## src/rtl/pog_pkg.sv

```systemverilog
/*
 Shared constants and types for the pad override bank.
 Assumes one 100 MHz register clock and an AXI4-Lite register bus.
*/
package pog_pkg;
	localparam int unsigned NUM_PADS     = 8;
	localparam int unsigned LANE_W       = 8;
	localparam logic [7:0] IDX_BANK_A    = 8'ha4;
	localparam logic [7:0] IDX_BANK_B    = 8'ha5;
	localparam logic [9:0] ADDR_BANK_A   = {IDX_BANK_A, 2'b00};
	localparam logic [9:0] ADDR_BANK_B   = {IDX_BANK_B, 2'b00};
	localparam int unsigned BIT_OE       = 0;
	localparam int unsigned BIT_LEVEL    = 1;
	localparam int unsigned BIT_OVR      = 2;
	localparam int unsigned BIT_PU_OFF   = 3;
	localparam int unsigned BIT_PD       = 4;
	localparam int unsigned BIT_SCHMITT  = 5;
	localparam int unsigned BIT_SAMPLED  = 6;
	localparam logic [6:0] LANE_RESET    = 7'h28;
	localparam logic [6:0] LANE_WR_MASK  = 7'h3f;
	localparam logic [1:0] RESP_OKAY     = 2'h0;
	localparam logic [1:0] RESP_SLVERR   = 2'h2;

	typedef struct packed {
		logic schmitt_enable;
		logic weak_pulldown_ctl;
		logic weak_pullup_off;
		logic software_override;
		logic output_level;
		logic drive_enable;
	} pog_lane_t;

	typedef struct packed {
		logic drive_oe;
		logic drive_level;
		logic pullup_en;
		logic pulldown_en;
		logic schmitt_en;
	} pog_pad_ctl_t;
endpackage

```

## src/rtl/pog_bank.sv

```systemverilog
/*
 Pad override bank: two lane registers over AXI4-Lite, pad control muxing.
 Assumes pad inputs are asynchronous and native controls come from clk_i logic.
*/
`timescale 1ns/1ps
module pog_bank #(
	parameter int unsigned NUM_PADS = pog_pkg::NUM_PADS
) (
	// Clock and reset
	input  wire logic                        clk_i,
	input  wire logic                        sys_rst_i,
	input  wire logic                        clk_en_i,
	// AXI4-Lite write
	input  wire logic [9:0]                  s_axi_awaddr_i,
	input  wire logic                        s_axi_awvalid_i,
	output logic                             s_axi_awready_o,
	input  wire logic [31:0]                 s_axi_wdata_i,
	input  wire logic [3:0]                  s_axi_wstrb_i,
	input  wire logic                        s_axi_wvalid_i,
	output logic                             s_axi_wready_o,
	output logic [1:0]                       s_axi_bresp_o,
	output logic                             s_axi_bvalid_o,
	input  wire logic                        s_axi_bready_i,
	// AXI4-Lite read
	input  wire logic [9:0]                  s_axi_araddr_i,
	input  wire logic                        s_axi_arvalid_i,
	output logic                             s_axi_arready_o,
	output logic [31:0]                      s_axi_rdata_o,
	output logic [1:0]                       s_axi_rresp_o,
	output logic                             s_axi_rvalid_o,
	input  wire logic                        s_axi_rready_i,
	// Pads: pulse pads 1-6 then test pads 0-1
	input  wire logic [NUM_PADS-1:0]         pad_in_i,
	input  pog_pkg::pog_pad_ctl_t [NUM_PADS-1:0] native_ctl_i,
	output pog_pkg::pog_pad_ctl_t [NUM_PADS-1:0] pad_ctl_o
);
	// The lane map below is wired for exactly eight pads
	if (NUM_PADS != 8) begin : g_bad_pads
		$error("pog_bank serves exactly eight pads");
	end

	pog_pkg::pog_lane_t [NUM_PADS-1:0] lane;
	logic [NUM_PADS-1:0] sync_a;
	logic [NUM_PADS-1:0] sync_b;
	logic [NUM_PADS-1:0] pad_sampled_input;
	logic [9:0]  aw_addr;
	logic        aw_held;
	logic [31:0] w_data;
	logic [3:0]  w_strb;
	logic        w_held;

	// Pad inputs cross into the clock domain before sampling
	always_ff @(posedge clk_i) begin
		if (sys_rst_i) begin
			sync_a <= '0;
			sync_b <= '0;
			pad_sampled_input <= '0;
		end else if (clk_en_i) begin
			sync_a <= pad_in_i;
			sync_b <= sync_a;
			pad_sampled_input <= sync_b;
		end
	end

	function automatic logic [7:0] lane_word(input pog_pkg::pog_lane_t l, input logic s);
		lane_word = {1'b0, s, l};
	endfunction

	function automatic logic bank_hit(input logic [9:0] addr, input logic [7:0] idx);
		bank_hit = addr[9:2] == idx;
	endfunction

	wire [31:0] word_a = {lane_word(lane[3], pad_sampled_input[3]),
		lane_word(lane[2], pad_sampled_input[2]),
		lane_word(lane[1], pad_sampled_input[1]),
		lane_word(lane[0], pad_sampled_input[0])};
	wire [31:0] word_b = {lane_word(lane[7], pad_sampled_input[7]),
		lane_word(lane[6], pad_sampled_input[6]),
		lane_word(lane[5], pad_sampled_input[5]),
		lane_word(lane[4], pad_sampled_input[4])};

	// Write channel: address and data may arrive in either order
	wire aw_take  = s_axi_awvalid_i && s_axi_awready_o;
	wire w_take   = s_axi_wvalid_i && s_axi_wready_o;
	wire wr_go    = aw_held && w_held && !s_axi_bvalid_o;
	wire wr_hit_a = bank_hit(aw_addr, pog_pkg::IDX_BANK_A);
	wire wr_hit_b = bank_hit(aw_addr, pog_pkg::IDX_BANK_B);
	wire ar_take  = s_axi_arvalid_i && s_axi_arready_o;
	wire rd_hit_a = bank_hit(s_axi_araddr_i, pog_pkg::IDX_BANK_A);
	wire rd_hit_b = bank_hit(s_axi_araddr_i, pog_pkg::IDX_BANK_B);

	always_ff @(posedge clk_i) begin
		if (sys_rst_i) begin
			aw_held <= 1'b0;
			w_held <= 1'b0;
			aw_addr <= 10'h000;
			w_data <= 32'h0000_0000;
			w_strb <= 4'h0;
			s_axi_awready_o <= 1'b0;
			s_axi_wready_o <= 1'b0;
			s_axi_bvalid_o <= 1'b0;
			s_axi_bresp_o <= pog_pkg::RESP_OKAY;
		end else if (clk_en_i) begin
			s_axi_awready_o <= !aw_held && !aw_take && !s_axi_bvalid_o;
			s_axi_wready_o <= !w_held && !w_take && !s_axi_bvalid_o;
			if (aw_take) begin
				aw_held <= 1'b1;
				aw_addr <= s_axi_awaddr_i;
			end
			if (w_take) begin
				w_held <= 1'b1;
				w_data <= s_axi_wdata_i;
				w_strb <= s_axi_wstrb_i;
			end
			if (wr_go) begin
				aw_held <= 1'b0;
				w_held <= 1'b0;
				s_axi_bvalid_o <= 1'b1;
				s_axi_bresp_o <= (wr_hit_a || wr_hit_b) ? pog_pkg::RESP_OKAY
					: pog_pkg::RESP_SLVERR;
			end else if (s_axi_bvalid_o && s_axi_bready_i) begin
				s_axi_bvalid_o <= 1'b0;
			end
		end
	end

	// Lane storage; only bits 0-5 of each lane are writable
	for (genvar p = 0; p < 8; p++) begin : g_lane
		localparam int unsigned BYTE = p % 4;
		wire hit = (p < 4) ? wr_hit_a : wr_hit_b;
		always_ff @(posedge clk_i) begin
			if (sys_rst_i) begin
				lane[p] <= pog_pkg::pog_lane_t'(pog_pkg::LANE_RESET[5:0]);
			end else if (clk_en_i && wr_go && hit && w_strb[BYTE]) begin
				lane[p] <= pog_pkg::pog_lane_t'(w_data[BYTE*8 +: 6]);
			end
		end
		// Override chooses software settings, otherwise native function
		always_ff @(posedge clk_i) begin
			if (sys_rst_i) begin
				pad_ctl_o[p] <= '0;
			end else if (clk_en_i) begin
				if (lane[p].software_override) begin
					pad_ctl_o[p].drive_oe <= lane[p].drive_enable;
					pad_ctl_o[p].drive_level <= lane[p].output_level;
					pad_ctl_o[p].pullup_en <= !lane[p].weak_pullup_off;
					pad_ctl_o[p].pulldown_en <= lane[p].weak_pulldown_ctl;
					pad_ctl_o[p].schmitt_en <= lane[p].schmitt_enable;
				end else begin
					pad_ctl_o[p] <= native_ctl_i[p];
				end
			end
		end
	end

	// Read channel
	always_ff @(posedge clk_i) begin
		if (sys_rst_i) begin
			s_axi_arready_o <= 1'b0;
			s_axi_rvalid_o <= 1'b0;
			s_axi_rdata_o <= 32'h0000_0000;
			s_axi_rresp_o <= pog_pkg::RESP_OKAY;
		end else if (clk_en_i) begin
			s_axi_arready_o <= !s_axi_rvalid_o && !ar_take;
			if (ar_take) begin
				s_axi_rvalid_o <= 1'b1;
				s_axi_rdata_o <= rd_hit_a ? word_a : (rd_hit_b ? word_b : 32'h0000_0000);
				s_axi_rresp_o <= (rd_hit_a || rd_hit_b) ? pog_pkg::RESP_OKAY
					: pog_pkg::RESP_SLVERR;
			end else if (s_axi_rvalid_o && s_axi_rready_i) begin
				s_axi_rvalid_o <= 1'b0;
			end
		end
	end

	// Checks
	a_ovr_drive: assert property (@(posedge clk_i) disable iff (sys_rst_i)
		clk_en_i && lane[0].software_override |=> pad_ctl_o[0].drive_oe == $past(lane[0].drive_enable))
		else $error("override drive enable not applied");
	a_ovr_pullup: assert property (@(posedge clk_i) disable iff (sys_rst_i)
		clk_en_i && lane[1].software_override |=> pad_ctl_o[1].pullup_en != $past(lane[1].weak_pullup_off))
		else $error("pull-up polarity wrong");
	a_native_pass: assert property (@(posedge clk_i) disable iff (sys_rst_i)
		!sys_rst_i && clk_en_i && !lane[7].software_override
		|=> pad_ctl_o[7] == $past(native_ctl_i[7]))
		else $error("native control not passed");
	a_read_gap: assert property (@(posedge clk_i) disable iff (sys_rst_i)
		s_axi_rvalid_o |-> s_axi_rdata_o[7] == 1'b0 && s_axi_rdata_o[15] == 1'b0
		&& s_axi_rdata_o[23] == 1'b0 && s_axi_rdata_o[31] == 1'b0)
		else $error("unused bits read nonzero");
	a_lane_reset: assert property (@(posedge clk_i)
		sys_rst_i |=> lane[3] == pog_pkg::pog_lane_t'(pog_pkg::LANE_RESET[5:0]))
		else $error("lane reset value wrong");
	a_sample_lag: assert property (@(posedge clk_i) disable iff (sys_rst_i)
		!sys_rst_i && clk_en_i ##1 clk_en_i ##1 clk_en_i
		|=> pad_sampled_input[4] == $past(pad_in_i[4], 3))
		else $error("pad input not sampled");
	a_bank_a_read: assert property (@(posedge clk_i) disable iff (sys_rst_i)
		clk_en_i && ar_take && rd_hit_a |=> s_axi_rdata_o[5:0] == $past(lane[0]))
		else $error("bank a lane 0 misplaced");
	a_bank_b_read: assert property (@(posedge clk_i) disable iff (sys_rst_i)
		clk_en_i && ar_take && rd_hit_b |=> s_axi_rdata_o[29:24] == $past(lane[7]))
		else $error("test pad 1 lane misplaced");
	a_write_resp: assert property (@(posedge clk_i) disable iff (sys_rst_i)
		clk_en_i && wr_go && wr_hit_b |=> s_axi_bvalid_o && s_axi_bresp_o == pog_pkg::RESP_OKAY)
		else $error("bank b write not acknowledged");
	// Remaining override fields one lane each, then all fields on test pad 1, test pad 0 pull-up, pad 1 native pass
	a_ovr_level: assert property (@(posedge clk_i) disable iff (sys_rst_i)
		clk_en_i && lane[2].software_override
		|=> pad_ctl_o[2].drive_level == $past(lane[2].output_level))
		else $error("override level not applied");
	a_ovr_pulldown: assert property (@(posedge clk_i) disable iff (sys_rst_i)
		clk_en_i && lane[4].software_override
		|=> pad_ctl_o[4].pulldown_en == $past(lane[4].weak_pulldown_ctl))
		else $error("override pull-down not applied");
	a_ovr_schmitt: assert property (@(posedge clk_i) disable iff (sys_rst_i)
		clk_en_i && lane[5].software_override
		|=> pad_ctl_o[5].schmitt_en == $past(lane[5].schmitt_enable))
		else $error("override Schmitt enable not applied");
	a_test1_drive: assert property (@(posedge clk_i) disable iff (sys_rst_i)
		clk_en_i && lane[7].software_override
		|=> pad_ctl_o[7].drive_oe == $past(lane[7].drive_enable)
		&& pad_ctl_o[7].drive_level == $past(lane[7].output_level))
		else $error("test pad 1 drive not applied");
	a_test1_pulls: assert property (@(posedge clk_i) disable iff (sys_rst_i)
		clk_en_i && lane[7].software_override
		|=> pad_ctl_o[7].pullup_en != $past(lane[7].weak_pullup_off)
		&& pad_ctl_o[7].pulldown_en == $past(lane[7].weak_pulldown_ctl)
		&& pad_ctl_o[7].schmitt_en == $past(lane[7].schmitt_enable))
		else $error("test pad 1 pulls not applied");
	a_test0_pullup: assert property (@(posedge clk_i) disable iff (sys_rst_i)
		clk_en_i && lane[6].software_override
		|=> pad_ctl_o[6].pullup_en != $past(lane[6].weak_pullup_off))
		else $error("test pad 0 pull-up polarity wrong");
	a_native_idle: assert property (@(posedge clk_i) disable iff (sys_rst_i)
		!sys_rst_i && clk_en_i && !lane[0].software_override
		|=> pad_ctl_o[0] == $past(native_ctl_i[0]))
		else $error("pad 1 native control not passed");
	// Every lane lands in its own byte of the read word
	a_pad2_read: assert property (@(posedge clk_i) disable iff (sys_rst_i)
		clk_en_i && ar_take && rd_hit_a |=> s_axi_rdata_o[13:8] == $past(lane[1]))
		else $error("bank a lane 1 misplaced");
	a_pad3_read: assert property (@(posedge clk_i) disable iff (sys_rst_i)
		clk_en_i && ar_take && rd_hit_a |=> s_axi_rdata_o[21:16] == $past(lane[2]))
		else $error("bank a lane 2 misplaced");
	a_pad4_read: assert property (@(posedge clk_i) disable iff (sys_rst_i)
		clk_en_i && ar_take && rd_hit_a |=> s_axi_rdata_o[29:24] == $past(lane[3]))
		else $error("bank a lane 3 misplaced");
	a_pad5_read: assert property (@(posedge clk_i) disable iff (sys_rst_i)
		clk_en_i && ar_take && rd_hit_b |=> s_axi_rdata_o[5:0] == $past(lane[4]))
		else $error("bank b lane 0 misplaced");
	a_pad6_read: assert property (@(posedge clk_i) disable iff (sys_rst_i)
		clk_en_i && ar_take && rd_hit_b |=> s_axi_rdata_o[13:8] == $past(lane[5]))
		else $error("bank b lane 1 misplaced");
	a_test0_read: assert property (@(posedge clk_i) disable iff (sys_rst_i)
		clk_en_i && ar_take && rd_hit_b |=> s_axi_rdata_o[21:16] == $past(lane[6]))
		else $error("test pad 0 lane misplaced");
	a_input_read: assert property (@(posedge clk_i) disable iff (sys_rst_i)
		clk_en_i && ar_take && rd_hit_b
		|=> s_axi_rdata_o[30] == $past(pad_sampled_input[7]))
		else $error("test pad 1 input not read");
	a_bad_read: assert property (@(posedge clk_i) disable iff (sys_rst_i)
		clk_en_i && ar_take && !rd_hit_a && !rd_hit_b
		|=> s_axi_rdata_o == 32'h0000_0000 && s_axi_rresp_o == pog_pkg::RESP_SLVERR)
		else $error("unmapped read not refused");
	// Writes land only where they are mapped
	a_lane_write: assert property (@(posedge clk_i) disable iff (sys_rst_i)
		clk_en_i && wr_go && wr_hit_a && w_strb[0]
		|=> lane[0] == pog_pkg::pog_lane_t'($past(w_data[5:0])))
		else $error("bank a lane 0 not written");
	a_write_ack_a: assert property (@(posedge clk_i) disable iff (sys_rst_i)
		clk_en_i && wr_go && wr_hit_a |=> s_axi_bvalid_o && s_axi_bresp_o == pog_pkg::RESP_OKAY)
		else $error("bank a write not acknowledged");
	a_bad_write: assert property (@(posedge clk_i) disable iff (sys_rst_i)
		clk_en_i && wr_go && !wr_hit_a && !wr_hit_b
		|=> $stable(lane) && s_axi_bresp_o == pog_pkg::RESP_SLVERR)
		else $error("unmapped write not refused");
	// Answers retire once taken; a low enable holds everything except reset
	a_read_retire: assert property (@(posedge clk_i) disable iff (sys_rst_i)
		clk_en_i && s_axi_rvalid_o && s_axi_rready_i |=> !s_axi_rvalid_o)
		else $error("read answer not retired");
	a_write_retire: assert property (@(posedge clk_i) disable iff (sys_rst_i)
		clk_en_i && s_axi_bvalid_o && s_axi_bready_i |=> !s_axi_bvalid_o)
		else $error("write answer not retired");
	a_freeze_hold: assert property (@(posedge clk_i) disable iff (sys_rst_i)
		!sys_rst_i && !clk_en_i |=> $stable(pad_ctl_o) && $stable(lane))
		else $error("state moved while enable low");
	c_write_a: cover property (@(posedge clk_i) clk_en_i && wr_go && wr_hit_a);
	c_read_b: cover property (@(posedge clk_i) ar_take && rd_hit_b);
	c_bad_addr: cover property (@(posedge clk_i) s_axi_bvalid_o && s_axi_bresp_o == pog_pkg::RESP_SLVERR);
	c_frozen: cover property (@(posedge clk_i) !clk_en_i ##1 !clk_en_i);
	c_test1_drive: cover property (@(posedge clk_i) lane[7].software_override && pad_ctl_o[7].drive_oe);
endmodule

```

## config.mk

```make
export PLATFORM = sky130hd
export DESIGN_NAME = pog_bank
export DESIGN_NICKNAME = d
export VERILOG_FILES = /design/src/rtl/pog_pkg.sv /design/src/rtl/pog_bank.sv
export SDC_FILE = /design/constraint.sdc
export NUM_CORES = 1
export LEC_CHECK = 0
export ABC_AREA = 1
export BUFFER_PORTS_ARGS = -buffer_cell sky130_fd_sc_hd__buf_2
export CORE_UTILIZATION = 35
export CTS_CLUSTER_DIAMETER = 120
export DETAILED_ROUTE_END_ITERATION = 10
export PLACE_DENSITY_LB_ADDON = 0.15
export SLEW_MARGIN = 20
export SYNTH_ARGS = -nofsm -noshare
export SYNTH_HDL_FRONTEND = slang
export SYNTH_SLANG_ARGS = --single-unit
export TNS_END_PERCENT = 10
```

## constraint.sdc

```tcl
create_clock -name clk_i -period 1.15 [get_ports clk_i]
set_input_delay 0.1725 -clock clk_i [delete_from_list [all_inputs] [get_ports clk_i]]
set_output_delay 0.1725 -clock clk_i [all_outputs]
set_load 0.05 [all_outputs]
```

==> impl_metrics.tcl, run 1 <==
set metrics [dict create \
    syn_to_final_growth_pct 37.6 \
    fin_ws_ns -0.121 \
    leakagePower_nw 4.84 \
    vias 7549 \
    grt_max_degree 75 \
    cts_buffer_depth 2 \
    fin_nets 1376 \
    remaining_drc_errors 16 \
    whs_endpoint "s_axi_bvalid_o" \
    synth_ff_type "dfxtp_1" \
    cts_tree "yes" \
    numPortBuffers 174 \
    skew_ns 0.00927 \
    num_antenna_cells 0 \
    layout_commonest_cell "nand2_1" \
    netlist_area_um2 7930 \
    violations "DRC, setup timing" \
    hold_depth 4 \
    r2r_setup_slack_ns -0.12 \
    synth.largest_area_cell "dfxtp_1" \
    cts-root-buf "clkbuf_16" \
    start_kind "flip-flop" \
    synth_top_area_share_pct 46.7 \
    grt_pass1_wl_um 37000 \
    worstReg2RegStart "aw_addr[7]" \
    hpwl_um 16500 \
    crit_fanout 29 \
    num-fill-cells 2223 \
    post-route-min-period_ns 1.27 \
    grt_antenna_before_repair 0 \
    ys_seq_elements 185 \
    wire_per_inst_um 15.0 \
    status "finished with violations" \
    drt-initial-drc-count 613 \
    period_share_pct 111 \
    dieArea_um2 23300 \
    cts_buffers 17 \
    power.density_nw_per_um2 1320 \
    rsz0062_at_grt "yes" \
    seq_area_frac_synth_pct 46.7 \
    drt_wl_total_um 23300 \
    gr-total-overflow 0 \
    critPathMaxStageDelay_ns 0.33 \
    slew_viol_final 0 \
    max_freq_mhz 787 \
    drive_gt1_share_pct 29.4 \
    row_count 54 \
    hold_path_class "input pin to flip-flop" \
    finalHoldViolations 0 \
    die_y_um 153 \
    crit_slowest_cell "dfxtp_2" \
    critPathCaptureType "flip-flop" \
    clk_latency_ns 0.43 \
    setup_viol 50 \
    finalSetupTns_ns -4.52 \
    core_um2 22000 \
    finalWeightedCongestion 0.797 \
    critPathKind "flip-flop to flip-flop" \
    synthTopCellsByArea "dfxtp_1, nand3_1, nand2_1" \
    cts.sinks 185 \
    ctsHtreeMaxLevel 4 \
    whs_ns 0.0115 \
    postPlaceCellArea_um2 9370 \
    final_cell_mix "nand2_1, nand3_1, inv_1, nor2_1, dfxtp_1" \
    drt_first_pass_iters 8 \
    crit_arrival_ns 1.60 \
    async_flop_share_pct 0 \
    finalInstanceArea_um2 10900 \
    crit_chain "nand2_2 -> inv_1 -> nand2_2 -> nor2_2 -> buf_12 -> nand4_1 -> nand2_1 -> nor2_1" \
    hold_path_startpoint "s_axi_bready_i" \
    path_clk_slew_ns 0.07 \
    cp.required_ns 1.47 \
    yosysWarningCount 0 \
    ys_types 26 \
    drt.antenna.violating_nets 0 \
    postSynthAreaPerCell_um2 7.37 \
    io_pins 193 \
    r2r-end "lane[32]" \
    first_global_vias 6885 \
    synth_edf_count 0 \
    initial_utilization_pct 36.0 \
    worst_path_most_repeated_cell "nand2_2" \
    syn_inst 1077 \
    worst-r2r-cell-count 8 \
    die_w_um 153 \
    vdd_drop_max_mv 0.749 \
    max-cap-violations 0 \
    grt_use_total_pct 20.1 \
    vias_per_cell 4.85 \
]
==> power breakdown <==
part / switching, mW / total, mW / internal [mW]
clock network: 2.61 / 5.50 / 2.89
registers: 0.169 / 6.86 / 6.69
logic: 1.27 / 2.05 / 0.788
==> per-layer routing <==
metal	GRT usage, %	part of all wire [%]
met5	0	0
met4	4.47	0.78
met3	3.61	5.4
met2	29.4	44
met1	30.1	50
==> registers in the layout, indices dropped and copies added, names as in the netlist, 4 cells and up <==
| register | cells |
|---|---|
| lane | 48 |
| pad_ctl_o | 40 |
| s_axi_rdata_o | 28 |
| w_data | 24 |
| aw_addr | 8 |
| pad_sampled_input | 8 |
| sync_a | 8 |
| sync_b | 8 |
| w_strb | 4 |
==> through the flow <==
stage | total power, mW | worst slack [ns] | instances | util (%)
finish | 14.4 | -0.121 | 1557 | 49.6
detailed placement | 8.77 | -0.186 | 1507 | 42.5
floorplan | 8.18 | -0.0462 | 1082 | -
global route | 15.0 | -0.221 | 1557 | 49.6
CTS | 14.5 | -0.133 | 1556 | 48.5
global placement | 8.76 | -0.144 | 1507 | 42.5
==> cell type report <==
type,instances,area [µm²],share of cell area [%]
Tap cell,280,350,3.21
Clock inverter,13,97.6,0.894
Inverter,125,482,4.41
Clock buffer,19,453,4.15
Sequential cell,185,3800,34.8
Timing Repair Buffer,241,2170,19.9
Multi-Input combinational cell,694,3560,32.6
==> logic make-up after synthesis <==
logic type,after synthesis,share of synthesized area [%]
AO/OA/AOI/OAI,183,14.1
buffers and inverters,203,10.9
flip-flops,185,46.7
other,1,0.0473
AND/OR/NAND/NOR,505,28.2
==> how the worst max path moves through the flow <==
stage | start | endpoint | cells past startpoint
after floorplan | s_axi_bvalid_o | lane[21] | 7
after detailed placement | aw_addr[7] | lane[32] | 6
after global routing | aw_addr[2] | lane[10] | 8
final | aw_addr[7] | lane[32] | 8
after CTS | aw_addr[4] | s_axi_bresp_o[1] | 8
after global placement | aw_addr[8] | lane[2] | 7
==> Yosys cell counts (25+ instances only) <==
cell      number
o21a_1        28
buf_2         33
inv_1        121
nand3_1      145
o21ai_0       60
clkbuf_1      25
dfxtp_1      185
nand2_1      169
nand4_1       48
o211ai_1      50
nor2_1       134
a21oi_1       41
==> timing repair <==
action | in CTS | in global routing
hold buffers | 9 | 0
endpoints found under the setup margin | 130 | 131
setup buffers | 4 | 1
resized for setup | 178 | 94
pin swaps | 16 | 11
hold endpoints to repair | 9 | 0
cloned | 4 | 0
==> critical path: cells and delay by family, from the launching register on <==
kind / cells / cell delay [ns]
buffers and inverters: 2 / 0.26
AND/OR/NAND/NOR: 6 / 0.56
flip-flops: 1 / 0.33
Power figures use the tool's default switching activity.
==> run 2: changes to the inputs <==
--- a/config.mk
+++ b/config.mk
@@ -11,6 +11,7 @@
 export CTS_CLUSTER_DIAMETER = 120
 export DETAILED_ROUTE_END_ITERATION = 10
 export PLACE_DENSITY_LB_ADDON = 0.15
+export RECOVER_POWER = 50
 export SLEW_MARGIN = 20
 export SYNTH_ARGS = -nofsm -noshare
 export SYNTH_HDL_FRONTEND = slang
==> impl_metrics.tcl, run 2 (synthesis results as in run 1) <==
set metrics [dict create \
    violations "DRC, setup timing" \
    vias 7546 \
    core_um2 22000 \
    crit_arrival_ns 1.60 \
    cts_tree "yes" \
    grt_pass1_wl_um 37000 \
    drt-initial-drc-count 547 \
    slew_viol_final 0 \
    crit_slowest_cell "dfxtp_2" \
    cts-root-buf "clkbuf_16" \
    cp_top_family "simple AND/OR/NAND/NOR gates" \
    critPathCaptureType "flip-flop" \
    fin_nets 1376 \
    rsz0062_at_grt "yes" \
    worst_path_most_repeated_cell "nand2_2" \
    max_flop_register "lane" \
    remaining_drc_errors 16 \
    hold_path_class "input pin to flip-flop" \
    dieArea_um2 23300 \
    finalHoldViolations 0 \
    p_seq_share_pct 47.7 \
    multi_input_area_um2 3560 \
    p_int_mw 10.4 \
    cp.required_ns 1.48 \
    p_clk_share_pct 38.2 \
    fin_util_pct 49.4 \
    wire_per_inst_um 15.0 \
    setup_viol 68 \
    top_regs "lane x48, pad_ctl_o x40, s_axi_rdata_o x28" \
    crit_chain "nand2_2 -> inv_1 -> nand2_2 -> nor2_2 -> buf_12 -> nand4_1 -> nand2_1 -> nor2_1" \
    finalWeightedCongestion 0.797 \
    max_freq_mhz 786 \
    max-cap-violations 0 \
    num_antenna_cells 0 \
    power.switching_mw 4.03 \
    die_y_um 153 \
    final_cell_mix "nand2_1, nand3_1, inv_1, nor2_1, dfxtp_1" \
    r2r_setup_slack_ns -0.12 \
    period_share_pct 111 \
    power.density_nw_per_um2 1320 \
    grt_antenna_before_repair 0 \
    drt_wl_total_um 23300 \
    skew_ns 0.00772 \
    leakagePower_nw 4.82 \
    gr-total-overflow 0 \
    grt_max_degree 75 \
    status "finished with violations" \
    ctsHtreeMaxLevel 4 \
    swShare_pct 28.0 \
    whs_ns 0.0203 \
    post-route-min-period_ns 1.27 \
    cts_buffer_depth 2 \
    num-fill-cells 2229 \
    drive_gt1_share_pct 29.1 \
    numPortBuffers 174 \
    regArea_um2 3790 \
    critPathMaxStageDelay_ns 0.33 \
    drt_first_pass_iters 9 \
    clk_latency_ns 0.43 \
    grt_use_total_pct 20.1 \
    syn_to_final_growth_pct 37.1 \
    fin_ws_ns -0.122 \
    cts.sinks 185 \
    start_kind "flip-flop" \
    io_pins 193 \
    vias_per_cell 4.85 \
    row_count 54 \
    path_clk_slew_ns 0.07 \
    first_global_vias 6885 \
    critPathKind "flip-flop to flip-flop" \
    postPlaceCellArea_um2 9370 \
    layout_commonest_cell "nand2_1" \
    hpwl_um 16500 \
    crit_fanout 29 \
    cts_buffers 17 \
    die_w_um 153 \
    finalInstanceArea_um2 10900 \
    timing.critical_path.buf_inv 2 \
    pwr-share-comb_pct 14.2 \
    largest_reg_flops 48 \
    drt.antenna.violating_nets 0 \
    initial_utilization_pct 36.0 \
    vdd_drop_max_mv 0.748 \
]
## run 2: cell types whose count changed in the layout (fill, tap and decap cells not counted)
cell      delta
dfxtp_1      +2
buf_12       -1
buf_4        -3
dfxtp_4      -1
inv_2        +1
inv_4        -1
nand3_1      +1
nand3_2      -1
clkbuf_2     +2
dfxtp_2      -1
clkbuf_1     +2
## run 2: worst reg2reg max path: stages, from the launching register on
cell and delay, ns:
dfxtp_2 0.33, nand2_2 0.08, inv_1 0.07, nand2_2 0.07
nor2_2 0.15, buf_12 0.19, nand4_1 0.13, nand2_1 0.10
nor2_1 0.05
## run 2: cell type report
cell class                      instances  area share [%]
Inverter                              125            4.41
Multi-Input combinational cell        694            32.7
Timing Repair Buffer                  241            19.7
Clock buffer                           19            4.16
Tap cell                              280            3.22
Clock inverter                         13           0.897
Sequential cell                       185            34.9
## run 2: metal layers
layer / share of wire, % / GRT usage [%] / wire length (µm)
met5: 0 / 0 / 0
met4: 0.78 / 4.47 / 181
met2: 43 / 29.4 / 10100
met1: 49 / 30.1 / 11500
met3: 6.3 / 3.61 / 1480
## run 2: path summary, 6_finish.rpt
path	endpoint	startpoint	depth (start not counted)
worst max-delay path	lane[37]	aw_addr[7]	8
worst min-delay path	w_data[17]	s_axi_wdata_i[17]	3
worst max register to register	lane[37]	aw_addr[7]	8
worst min register to register	aw_addr[7]	aw_addr[7]	2
## run 2: stage by stage
stage	setup TNS, ns	total power [mW]	setup slack (ns)	cells
after floorplan	-2.18	8.18	-0.0462	1082
final	-4.97	14.4	-0.122	1557
after CTS	-4.59	14.5	-0.133	1556
after global placement	-7.35	8.76	-0.144	1507
after detailed placement	-8.23	8.77	-0.186	1507
after global routing	-12.24	15.0	-0.221	1557
## run 2: power groups by stage
| stage | Combinational, mW | Sequential, mW | Clock, mW |
|---|---|---|---|
| final | 2.04 | 6.86 | 5.49 |
| after global placement | 1.82 | 6.94 | 0 |
| after detailed placement | 1.83 | 6.94 | 0 |
| after global routing | 2.20 | 6.89 | 5.91 |
| after floorplan | 0.731 | 7.45 | 0 |
| after CTS | 2.02 | 6.83 | 5.63 |
## run 2: timing repair
action                                  CTS  global route
hold endpoints to repair                  9             0
cloned                                    4             0
endpoints found under the setup margin  130           131
pin swaps                                16            11
buffers inserted                          4             1
resized for setup                       178            94
hold buffers                              9             0
